$ cat src/rtl/wpm_pkg.sv
// Package with constants, register map and types of the winding power manager.
package wpm_pkg;

	// ****************************************************************
	// Register map (word index on the plain register port)
	// ****************************************************************
	localparam logic [3:0] REG_CTRL     = 4'h0;
	localparam logic [3:0] REG_HOLD     = 4'h1;
	localparam logic [3:0] REG_HOLDDLY  = 4'h2;
	localparam logic [3:0] REG_OFFDLY   = 4'h3;
	localparam logic [3:0] REG_RAMP     = 4'h4;
	localparam logic [3:0] REG_NOMINAL  = 4'h5;
	localparam logic [3:0] REG_VMIN     = 4'h6;
	localparam logic [3:0] REG_VMAX     = 4'h7;
	localparam logic [3:0] REG_IMAX     = 4'h8;
	localparam logic [3:0] REG_TMAX     = 4'h9;
	localparam logic [3:0] REG_STATUS   = 4'ha;
	localparam logic [3:0] REG_CURRENT  = 4'hb;

	// ****************************************************************
	// Control register field positions
	// ****************************************************************
	localparam int CTRL_HOLD_EN   = 0;
	localparam int CTRL_OFF_EN    = 1;
	localparam int CTRL_RAMP_EN   = 2;
	localparam int CTRL_LOWV_EN   = 3;
	localparam int CTRL_DRVHOT_EN = 4;
	localparam int CTRL_BRIDGE_EN = 5;
	localparam int CTRL_SWAP_EN   = 6;
	localparam int CTRL_STICKY_EN = 7;
	localparam int CTRL_LINK_EN   = 8;

	// ****************************************************************
	// Reset values
	// ****************************************************************
	localparam logic [15:0] RST_CTRL    = 16'h0023;
	localparam logic [15:0] RST_HOLD    = 16'h0032;
	localparam logic [15:0] RST_HOLDDLY = 16'h0064;
	localparam logic [15:0] RST_OFFDLY  = 16'h0e10;
	localparam logic [15:0] RST_RAMP    = 16'h0064;
	localparam logic [15:0] RST_NOMINAL = 16'h03e8;
	localparam logic [15:0] RST_VMIN    = 16'h0258;
	localparam logic [15:0] RST_VMAX    = 16'h1770;
	localparam logic [15:0] RST_IMAX    = 16'h0fa0;
	localparam logic [15:0] RST_TMAX    = 16'h02bc;

	// ****************************************************************
	// Timing
	// ****************************************************************
	localparam int CLK_HZ        = 50000000;
	localparam int TICK_MS       = 1;
	localparam int TICK_CYCLES   = CLK_HZ / 1000 * TICK_MS;
	localparam int MS_PER_S      = 1000;
	localparam int LINK_LOSS_MS  = 500;

	// ****************************************************************
	// Types
	// ****************************************************************
	typedef enum logic [1:0] {
		PW_OFF    = 2'b00,
		PW_RAMPUP = 2'b01,
		PW_ON     = 2'b11,
		PW_RAMPDN = 2'b10
	} power_e;

	typedef struct packed {
		logic [15:0] supplyMv10;
		logic [15:0] supplyMa;
		logic [15:0] tempDc;
		logic        drvHot;
		logic        drvFault;
		logic        wrongLimit;
	} monitor_s;

	typedef struct packed {
		logic linkLoss;
		logic wrongLimit;
		logic drvFault;
		logic drvHot;
		logic overTemp;
		logic overCurrent;
		logic overVolt;
		logic underVolt;
	} fault_s;

endpackage

$ cat src/rtl/winding_power_manager.sv
// Winding power manager: idle timers, current ramp and critical-parameter alarm.
//
// Decided for this implementation: the register addresses and the address-and-strobe port.
`timescale 1ns/10ps
`default_nettype none

module winding_power_manager
	import wpm_pkg::*;
#(
	parameter int TICK_DIV    = TICK_CYCLES,
	parameter int LINK_LOSS   = LINK_LOSS_MS
) (
	// Clock and reset.
	input  wire logic        mclk,
	input  wire logic        resetn,
	// Register port.
	input  wire logic [3:0]  regAddr,
	input  wire logic [15:0] regWdata,
	input  wire logic        regWr,
	input  wire logic        regRd,
	output logic      [15:0] regRdata,
	// Motion control.
	input  wire logic        motionStopped,
	input  wire logic        moveStart,
	input  wire logic        stopCmd,
	input  wire logic        fwResetReq,
	input  wire logic        linkActivity,
	output logic             motionHalt,
	output logic             alarm,
	output logic             linkLost,
	// Winding driver and monitors.
	input  wire monitor_s    mon,
	output logic             driverEnable,
	output logic      [15:0] windingCurrent
);

	// ****************************************************************
	// Configuration registers
	// ****************************************************************
	logic [15:0] ctrl_ff, hold_ff, holdDly_ff, offDly_ff, ramp_ff;
	logic [15:0] nominal_ff, vmin_ff, vmax_ff, imax_ff, tmax_ff;
	logic [15:0] rdata_ff;
	fault_s      flags_ff;

	// Register writes; hold value is a percentage, delays in ms and s.
	always_ff @(posedge mclk) begin
		if (!resetn) begin
			ctrl_ff    <= RST_CTRL;
			hold_ff    <= RST_HOLD;
			holdDly_ff <= RST_HOLDDLY;
			offDly_ff  <= RST_OFFDLY;
			ramp_ff    <= RST_RAMP;
			nominal_ff <= RST_NOMINAL;
			vmin_ff    <= RST_VMIN;
			vmax_ff    <= RST_VMAX;
			imax_ff    <= RST_IMAX;
			tmax_ff    <= RST_TMAX;
		end else if (regWr) begin
			case (regAddr)
				REG_CTRL:    ctrl_ff    <= regWdata;
				REG_HOLD:    hold_ff    <= regWdata;
				REG_HOLDDLY: holdDly_ff <= regWdata;
				REG_OFFDLY:  offDly_ff  <= regWdata;
				REG_RAMP:    ramp_ff    <= regWdata;
				REG_NOMINAL: nominal_ff <= regWdata;
				REG_VMIN:    vmin_ff    <= regWdata;
				REG_VMAX:    vmax_ff    <= regWdata;
				REG_IMAX:    imax_ff    <= regWdata;
				REG_TMAX:    tmax_ff    <= regWdata;
				default: ;
			endcase
		end
	end

	// ****************************************************************
	// Millisecond tick
	// ****************************************************************
	logic [31:0] div_ff;
	wire         msTick = (div_ff == 32'(TICK_DIV - 1));

	// Free running divider; every timer here counts these ticks.
	// Timers therefore have a resolution of one tick: a delay of N ms may end up
	// to one tick early, depending on the divider phase when the count starts.
	always_ff @(posedge mclk) begin
		if (!resetn || msTick)
			div_ff <= 32'h0;
		else
			div_ff <= div_ff + 32'h1;
	end

	// ****************************************************************
	// Idle timer
	// ****************************************************************
	logic [31:0] idleMs_ff;
	logic        stopped_ff;

	// Elapsed time since stop entry; clearing on entry marks the reference.
	// Counting elapsed time instead of storing a timestamp lets delay edits act live.
	always_ff @(posedge mclk) begin
		if (!resetn) begin
			idleMs_ff  <= 32'h0;
			stopped_ff <= 1'b0;
		end else begin
			stopped_ff <= motionStopped && !moveStart;
			if (moveStart || !motionStopped)
				idleMs_ff <= 32'h0;
			else if (!stopped_ff)
				idleMs_ff <= 32'h0;
			else if (msTick && idleMs_ff != 32'hffffffff)
				idleMs_ff <= idleMs_ff + 32'h1;
		end
	end

	// Idle decisions, recomputed every cycle from the live settings.
	// A longer power-off delay written after power-off makes idleOff false again,
	// which re-powers the windings until the new delay has elapsed.
	wire [31:0] offMs     = 32'(offDly_ff) * MS_PER_S;
	wire        idleHold  = stopped_ff && ctrl_ff[CTRL_HOLD_EN] && idleMs_ff >= 32'(holdDly_ff);
	wire        idleOff   = stopped_ff && ctrl_ff[CTRL_OFF_EN] && idleMs_ff >= offMs;

	// ****************************************************************
	// Critical parameters
	// ****************************************************************
	logic [15:0] linkMs_ff;
	fault_s      faultNow;

	assign faultNow.underVolt   = ctrl_ff[CTRL_LOWV_EN] && mon.supplyMv10 < vmin_ff;
	assign faultNow.overCurrent = mon.supplyMa > imax_ff;
	assign faultNow.overVolt    = mon.supplyMv10 > vmax_ff;
	assign faultNow.overTemp    = mon.tempDc > tmax_ff;
	assign faultNow.drvHot      = ctrl_ff[CTRL_DRVHOT_EN] && mon.drvHot;
	assign faultNow.drvFault    = ctrl_ff[CTRL_BRIDGE_EN] && mon.drvFault;
	assign faultNow.wrongLimit  = ctrl_ff[CTRL_SWAP_EN] && mon.wrongLimit;
	assign faultNow.linkLoss    = linkLost;

	wire anyFault = |faultNow[6:0];

	// Link watchdog; link loss is reported but does not raise alarm.
	// The counter saturates at the limit, so a long silence cannot wrap around
	// and make the loss indication drop by itself.
	always_ff @(posedge mclk) begin
		if (!resetn || !ctrl_ff[CTRL_LINK_EN] || linkActivity)
			linkMs_ff <= 16'h0;
		else if (msTick && linkMs_ff != 16'(LINK_LOSS))
			linkMs_ff <= linkMs_ff + 16'h1;
	end
	assign linkLost = ctrl_ff[CTRL_LINK_EN] && linkMs_ff == 16'(LINK_LOSS);

	// Status flags: sticky mode holds them until a status read; a new fault wins.
	logic stickyClr;
	assign stickyClr = regRd && regAddr == REG_STATUS;
	always_ff @(posedge mclk) begin
		if (!resetn)
			flags_ff <= '0;
		else if (!ctrl_ff[CTRL_STICKY_EN])
			flags_ff <= faultNow;
		else
			flags_ff <= faultNow | (stickyClr ? fault_s'('0) : flags_ff);
	end

	// Alarm latch; STOP clears it only once every cause has gone.
	// A STOP that arrives while a cause is still present is ignored, so the
	// controlling side has to send it again once the readings are back in range.
	logic alarm_ff;
	always_ff @(posedge mclk) begin
		if (!resetn)
			alarm_ff <= 1'b0;
		else if (anyFault)
			alarm_ff <= 1'b1;
		else if (stopCmd)
			alarm_ff <= 1'b0;
	end
	assign alarm      = alarm_ff;
	assign motionHalt = alarm_ff || anyFault;

	// ****************************************************************
	// Current target and ramp
	// ****************************************************************
	logic [15:0] cur_ff;
	logic [15:0] accum_ff;
	logic [15:0] stepLvl_ff;
	logic [15:0] prevHold_ff;
	logic [15:0] rateRef_ff;
	logic        rateHold_ff;
	power_e      pw_ff;

	// The ramp is a rate limiter, not a timed sequence: every millisecond the
	// current moves one step toward whatever the target is at that moment.
	// A target that changes mid-ramp is therefore followed from the present
	// level with no step, and no separate ramp timer has to be restarted.
	// The price is that a swing always takes whole milliseconds, rounded up.

	// Hold level as share of nominal.
	function automatic logic [15:0] pctOf(input logic [15:0] nom, input logic [15:0] pct);
		logic [31:0] p;
		p = 32'(nom) * 32'(pct) / 32'd100;
		return p[15:0];
	endfunction

	wire        kill      = alarm_ff || anyFault || fwResetReq;
	wire        wantOff   = kill || idleOff;
	wire [15:0] holdLvl   = pctOf(nominal_ff, hold_ff);
	wire [15:0] runTarget = idleHold ? holdLvl : nominal_ff;
	wire [15:0] target    = (pw_ff == PW_ON || pw_ff == PW_RAMPUP) ? runTarget : 16'h0;
	wire        rampOn    = ctrl_ff[CTRL_RAMP_EN] && ramp_ff != 16'h0;

	// Hold setting change: keep the higher of old and new for the rate reference.
	// The previous setting is overwritten one cycle after the change, so the
	// higher of the two is captured at that moment and held in its own register.
	// Without it the rate would follow only the new setting after one cycle.
	wire        holdChg   = hold_ff != prevHold_ff;
	wire [15:0] maxHold   = (hold_ff > prevHold_ff) ? hold_ff : prevHold_ff;
	wire [15:0] refLvl    = rateHold_ff ? pctOf(nominal_ff, rateRef_ff) : nominal_ff;

	// Per-ms step: reference level over ramp time, so partial swings scale linearly.
	// A step of at least one keeps a very long ramp time from stalling the current.
	// The step is registered so the divider does not sit in the ramp update path.
	wire [15:0] stepRaw   = (ramp_ff == 16'h0) ? refLvl : refLvl / ramp_ff;
	wire [15:0] step      = (stepRaw == 16'h0) ? 16'h1 : stepRaw;

	always_ff @(posedge mclk) begin
		if (!resetn) begin
			prevHold_ff <= RST_HOLD;
			rateRef_ff  <= RST_HOLD;
			rateHold_ff <= 1'b0;
			stepLvl_ff  <= 16'h0;
		end else begin
			stepLvl_ff <= step;
			if (holdChg) begin
				rateHold_ff <= 1'b1;
				rateRef_ff  <= maxHold;
				prevHold_ff <= hold_ff;
			end else if (cur_ff == target) begin
				rateHold_ff <= 1'b0;
			end
		end
	end

	// Power sequence: output enabled at zero then ramp up; ramp down then disable.
	// The output stage is only released once the current has reached zero, so
	// the windings never see an abrupt cut while soft ramping is on. A kill
	// request skips the wait: the current is already forced to zero that cycle.
	// A power-off that is withdrawn mid-ramp turns back toward the run target.
	always_ff @(posedge mclk) begin
		if (!resetn)
			pw_ff <= PW_OFF;
		else begin
			case (pw_ff)
				PW_OFF:    if (!wantOff) pw_ff <= PW_RAMPUP;
				PW_RAMPUP: if (wantOff) pw_ff <= PW_RAMPDN;
				           else if (cur_ff == runTarget) pw_ff <= PW_ON;
				PW_ON:     if (wantOff) pw_ff <= PW_RAMPDN;
				PW_RAMPDN: if (cur_ff == 16'h0 || kill) pw_ff <= PW_OFF;
				           else if (!wantOff) pw_ff <= PW_RAMPUP;
				default:   pw_ff <= PW_OFF;
			endcase
		end
	end

	// Current walks toward the target from where it stands, one step per ms.
	// Kill has priority over everything so alarm and firmware reset bypass the
	// ramp. With ramping off, the current follows the target in the next cycle.
	always_ff @(posedge mclk) begin
		if (!resetn) begin
			cur_ff   <= 16'h0;
			accum_ff <= 16'h0;
		end else if (kill) begin
			cur_ff   <= 16'h0;
			accum_ff <= 16'h0;
		end else if (!rampOn) begin
			cur_ff   <= (pw_ff == PW_OFF) ? 16'h0 : target;
			accum_ff <= 16'h0;
		end else if (msTick && cur_ff != target) begin
			accum_ff <= 16'h0;
			if (cur_ff < target)
				cur_ff <= (target - cur_ff > stepLvl_ff) ? cur_ff + stepLvl_ff : target;
			else
				cur_ff <= (cur_ff - target > stepLvl_ff) ? cur_ff - stepLvl_ff : target;
		end
	end

	assign windingCurrent = cur_ff;
	assign driverEnable   = pw_ff != PW_OFF;

	// ****************************************************************
	// Register read port
	// ****************************************************************
	logic [15:0] rdSel;
	always_comb begin
		case (regAddr)
			REG_CTRL:    rdSel = ctrl_ff;
			REG_HOLD:    rdSel = hold_ff;
			REG_HOLDDLY: rdSel = holdDly_ff;
			REG_OFFDLY:  rdSel = offDly_ff;
			REG_RAMP:    rdSel = ramp_ff;
			REG_NOMINAL: rdSel = nominal_ff;
			REG_VMIN:    rdSel = vmin_ff;
			REG_VMAX:    rdSel = vmax_ff;
			REG_IMAX:    rdSel = imax_ff;
			REG_TMAX:    rdSel = tmax_ff;
			REG_STATUS:  rdSel = {5'h0, alarm_ff, pw_ff, flags_ff};
			REG_CURRENT: rdSel = cur_ff;
			default:     rdSel = 16'h0;
		endcase
	end

	// Read data stands only in the cycle after the strobe.
	// Returning zero outside the read slot lets several readers share one bus
	// with a plain OR, at the cost of one flip-flop stage of read latency.
	always_ff @(posedge mclk) begin
		if (!resetn || !regRd)
			rdata_ff <= 16'h0;
		else
			rdata_ff <= rdSel;
	end
	assign regRdata = rdata_ff;

endmodule

`default_nettype wire

$ cat config.mk
export PLATFORM = sky130hd
export DESIGN_NAME = winding_power_manager
export DESIGN_NICKNAME = d
export VERILOG_FILES = /design/src/rtl/wpm_pkg.sv /design/src/rtl/winding_power_manager.sv
export SDC_FILE = /design/constraint.sdc
export NUM_CORES = 2
export LEC_CHECK = 0
export BUFFER_PORTS_ARGS = -buffer_cell sky130_fd_sc_hd__buf_2
export CAP_MARGIN = 20
export CORE_ASPECT_RATIO = 1.4
export CORE_MARGIN = 2
export CORE_UTILIZATION = 45
export DETAILED_ROUTE_END_ITERATION = 10
export SYNTH_ARGS = -nofsm -noshare
export SYNTH_HDL_FRONTEND = slang
export SYNTH_SLANG_ARGS = --single-unit
export TNS_END_PERCENT = 10
$ cat constraint.sdc
create_clock -name mclk -period 105.1 [get_ports mclk]
set_clock_uncertainty 0.2 [all_clocks]
set_input_delay 21.02 -clock mclk [delete_from_list [all_inputs] [get_ports mclk]]
set_output_delay 21.02 -clock mclk [all_outputs]
set_load 0.02 [all_outputs]
==> flow_summary.json <==
{
  "wl_met3_um": 12000,
  "postCtsSetupBuffers": 0,
  "status": "finished, final reports clean",
  "drt_wl_total_um": 192000,
  "slew_viol_final": 0,
  "die_x_um": 307,
  "ys_types": 148,
  "cts_root_buf": "clkbuf_16",
  "synth_nets": 8635,
  "rsz0062_at_grt": "false",
  "fin_crit_sh_pct": 54.4,
  "num_io_pins": 116,
  "max_slew_margin_pct": 18.5,
  "cpPeakStageDelay_ps": 960,
  "hold_path_depth": 2,
  "die_area_sq_um": 132000,
  "setup_tns_ps": 0,
  "vias": 54800,
  "io_buffers": 115,
  "async_flop_share_pct": 0,
  "ys.flop_type": "dfxtp_1",
  "first_pass_iters": 9,
  "path_buf_inv": 24,
  "fin_crit_ps": 57140,
  "ys_seq_area_share_pct": 11.5,
  "avgRoutedWirePerCell_um": 21.2,
  "cap_viol_max_count": 0,
  "grt_pass1_wl_um": 303000,
  "cts_buffer_depth": 3,
  "met2_length_um": 91800,
  "crit_slowest_cell": "dfxtp_1",
  "start_kind": "register",
  "max_freq_mhz": 17.5,
  "start_util_pct": 45.4,
  "antenna_found_initial": 2,
  "cp_num_cells": 250,
  "numCtsBuffers": 38,
  "crit_type": "reg -> reg",
  "layout-drive-gt1-share_pct": 7.15,
  "die_h_um": 429,
  "cp_data_arrival_time_ps": 57410,
  "netlist_area_sq_um": 58000,
  "rows": 155,
  "cts_tree": "built",
  "synth_edf_count": 0,
  "synth-seq-cells": 333,
  "end_kind": "register",
  "nets": 8524,
  "overflow": 0,
  "worstPathRequired_ps": 105370,
  "top_layer": "met5",
  "syn2layout_area_growth_pct": 5.48,
  "dp_hpwl_um": 151000,
  "path_clk_slew_ps": 60,
  "coreArea_sq_um": 128000,
  "cts-resized-gates": 0,
  "synth_warnings": 0,
  "m1WireLength_um": 77900,
  "grt_pass1_vias": 53500,
  "route.detailed.drc": 0,
  "ant_nets": 0,
  "gp_congestion": 0.990,
  "hold_viol": 0,
  "crit_family": "compound AO/OA/AOI/OAI gates",
  "grt_usage_pct": 28.7,
  "syn_inst": 7496,
  "avgSynthCellArea_sq_um": 7.73,
  "critical_path.max_fanout": 20,
  "clk_latency_ps": 630,
  "htreeDepth": 2,
  "grt_max_degree": 89,
  "crit_top_cell": "o21a_1",
  "viasPerCell": 6.05,
  "finalSetupViolCount": 0,
  "worstHoldPathType": "reg -> reg",
  "ctsHoldBuffers": 0,
  "worst_slew_pin_slew_ps": 1220,
  "drt_iter0_drc": 4400,
  "cts_sinks": 333,
  "ff2ff_path_depth": 250
}
==> cells in the mapped netlist (129+ instances only) <==
library cell	number	area (sq um)
nand2_1	940	3530
nand3_1	149	746
o21ai_0	255	1280
nor3_1	171	856
nor2_1	518	1940
a21oi_1	548	2740
o21a_1	129	968
dfxtp_1	333	6670
xnor2_1	197	1730
and2_1	271	1700
clkbuf_1	297	1110
inv_1	746	2800
ha_1	613	7670
fa_1	446	8930
==> path summary, 6_finish.rpt <==
check	start	end	slack (ps)
min reg2reg	prevHold_ff[2]	prevHold_ff[2]	250
min	prevHold_ff[2]	prevHold_ff[2]	250
max	nominal_ff[8]	stepLvl_ff[7]	47960
max reg2reg	nominal_ff[8]	stepLvl_ff[7]	47960
==> state kept, by name, indices dropped and copies added, names as in the netlist <==
name            cells
stopped_ff          1
ctrl_ff            16
offDly_ff          16
nominal_ff         16
regRdata           16
pw_ff               2
vmax_ff            16
ramp_ff            16
tmax_ff            16
idleMs_ff          32
stepLvl_ff         16
holdDly_ff         16
vmin_ff            16
prevHold_ff        16
div_ff             32
rateRef_ff         16
rateHold_ff         1
linkMs_ff          16
windingCurrent     16
hold_ff            16
flags_ff            8
imax_ff            16
alarm               1
==> cell type report <==
cell class	instances	area (sq um)
antenna	1	2.50
clock buffer	49	1060
clock inverter	19	234
fill	12800	66500
inverter	749	2810
multi-input combinational	6054	47000
sequential	333	6670
tap	1648	2060
timing repair buffer	209	1290
==> logic make-up after synthesis <==
| logic type | count (synthesis) | share of synthesized area (%) |
|---|---|---|
| buf+inv | 1109 | 7.50 |
| flops | 333 | 11.5 |
| compound gates | 1928 | 23.0 |
| simple gates | 2581 | 21.3 |
| fa+ha+maj | 1075 | 28.9 |
| xor+xnor | 327 | 5.12 |
| mux | 143 | 2.68 |
==> through the flow <==
stage / util, % / worst slack, ps / std cells / cell area, sq um / hold slack (ps)
3_3_place_gp: 46.9 / 49750 / 8989 / 59800 / 240
3_5_place_dp: 46.9 / 48690 / 8990 / 59800 / 246
5_1_grt: 47.9 / 42800 / 9061 / 61100 / 273
6_report: 47.9 / 47960 / 9062 / 61100 / 253
4_1_cts: 47.9 / 48510 / 9058 / 61100 / 256
2_1_floorplan: - / 57040 / 7496 / 58000 / 230
==> worst min-delay path: cells and delay by family, from the launching register on <==
| family | cells | cell delay, ps |
|---|---|---|
| compound gates | 1 | 50 |
| flops | 1 | 310 |
| simple gates | 1 | 50 |
==> placed cells by master, fill, tap and decap left out, types with 49 or more instances in the layout <==
| cell type | Yosys | layout |
|---|---|---|
| nand2_1 | 940 | 940 |
| inv_1 | 746 | 745 |
| ha_1 | 613 | 613 |
| a21oi_1 | 548 | 548 |
| nor2_1 | 518 | 517 |
| fa_1 | 446 | 446 |
| dfxtp_1 | 333 | 333 |
| and2_1 | 271 | 271 |
| o21ai_0 | 255 | 254 |
| xnor2_1 | 197 | 197 |
| nor3_1 | 171 | 165 |
| nand3_1 | 149 | 148 |
| o21a_1 | 129 | 129 |
| xor2_1 | 120 | 120 |
| buf_2 | 24 | 117 |
| a21o_1 | 111 | 111 |
| o211ai_1 | 98 | 98 |
| nand2b_1 | 93 | 93 |
| buf_4 | 20 | 91 |
| nand4_1 | 83 | 83 |
| mux2i_1 | 80 | 79 |
| nor2b_1 | 72 | 72 |
| a31oi_1 | 70 | 70 |
| a221oi_1 | 63 | 63 |
| a211oi_1 | 59 | 59 |
| and3_1 | 53 | 53 |
| a22o_1 | 52 | 52 |
| mux2_2 | 50 | 50 |
| or3_1 | 49 | 49 |
==> per-layer routing <==
| layer | global-route usage, % | vias up |
|---|---|---|
| li1 | - | 25900 |
| met1 | 35.7 | 26500 |
| met2 | 49.4 | 1888 |
| met3 | 3.03 | 462 |
| met4 | 13.7 | 8 |
| met5 | 0 | - |
Power is not shown: default switching activity piles up to over one toggle a cycle in this logic, so the estimate is an artifact.
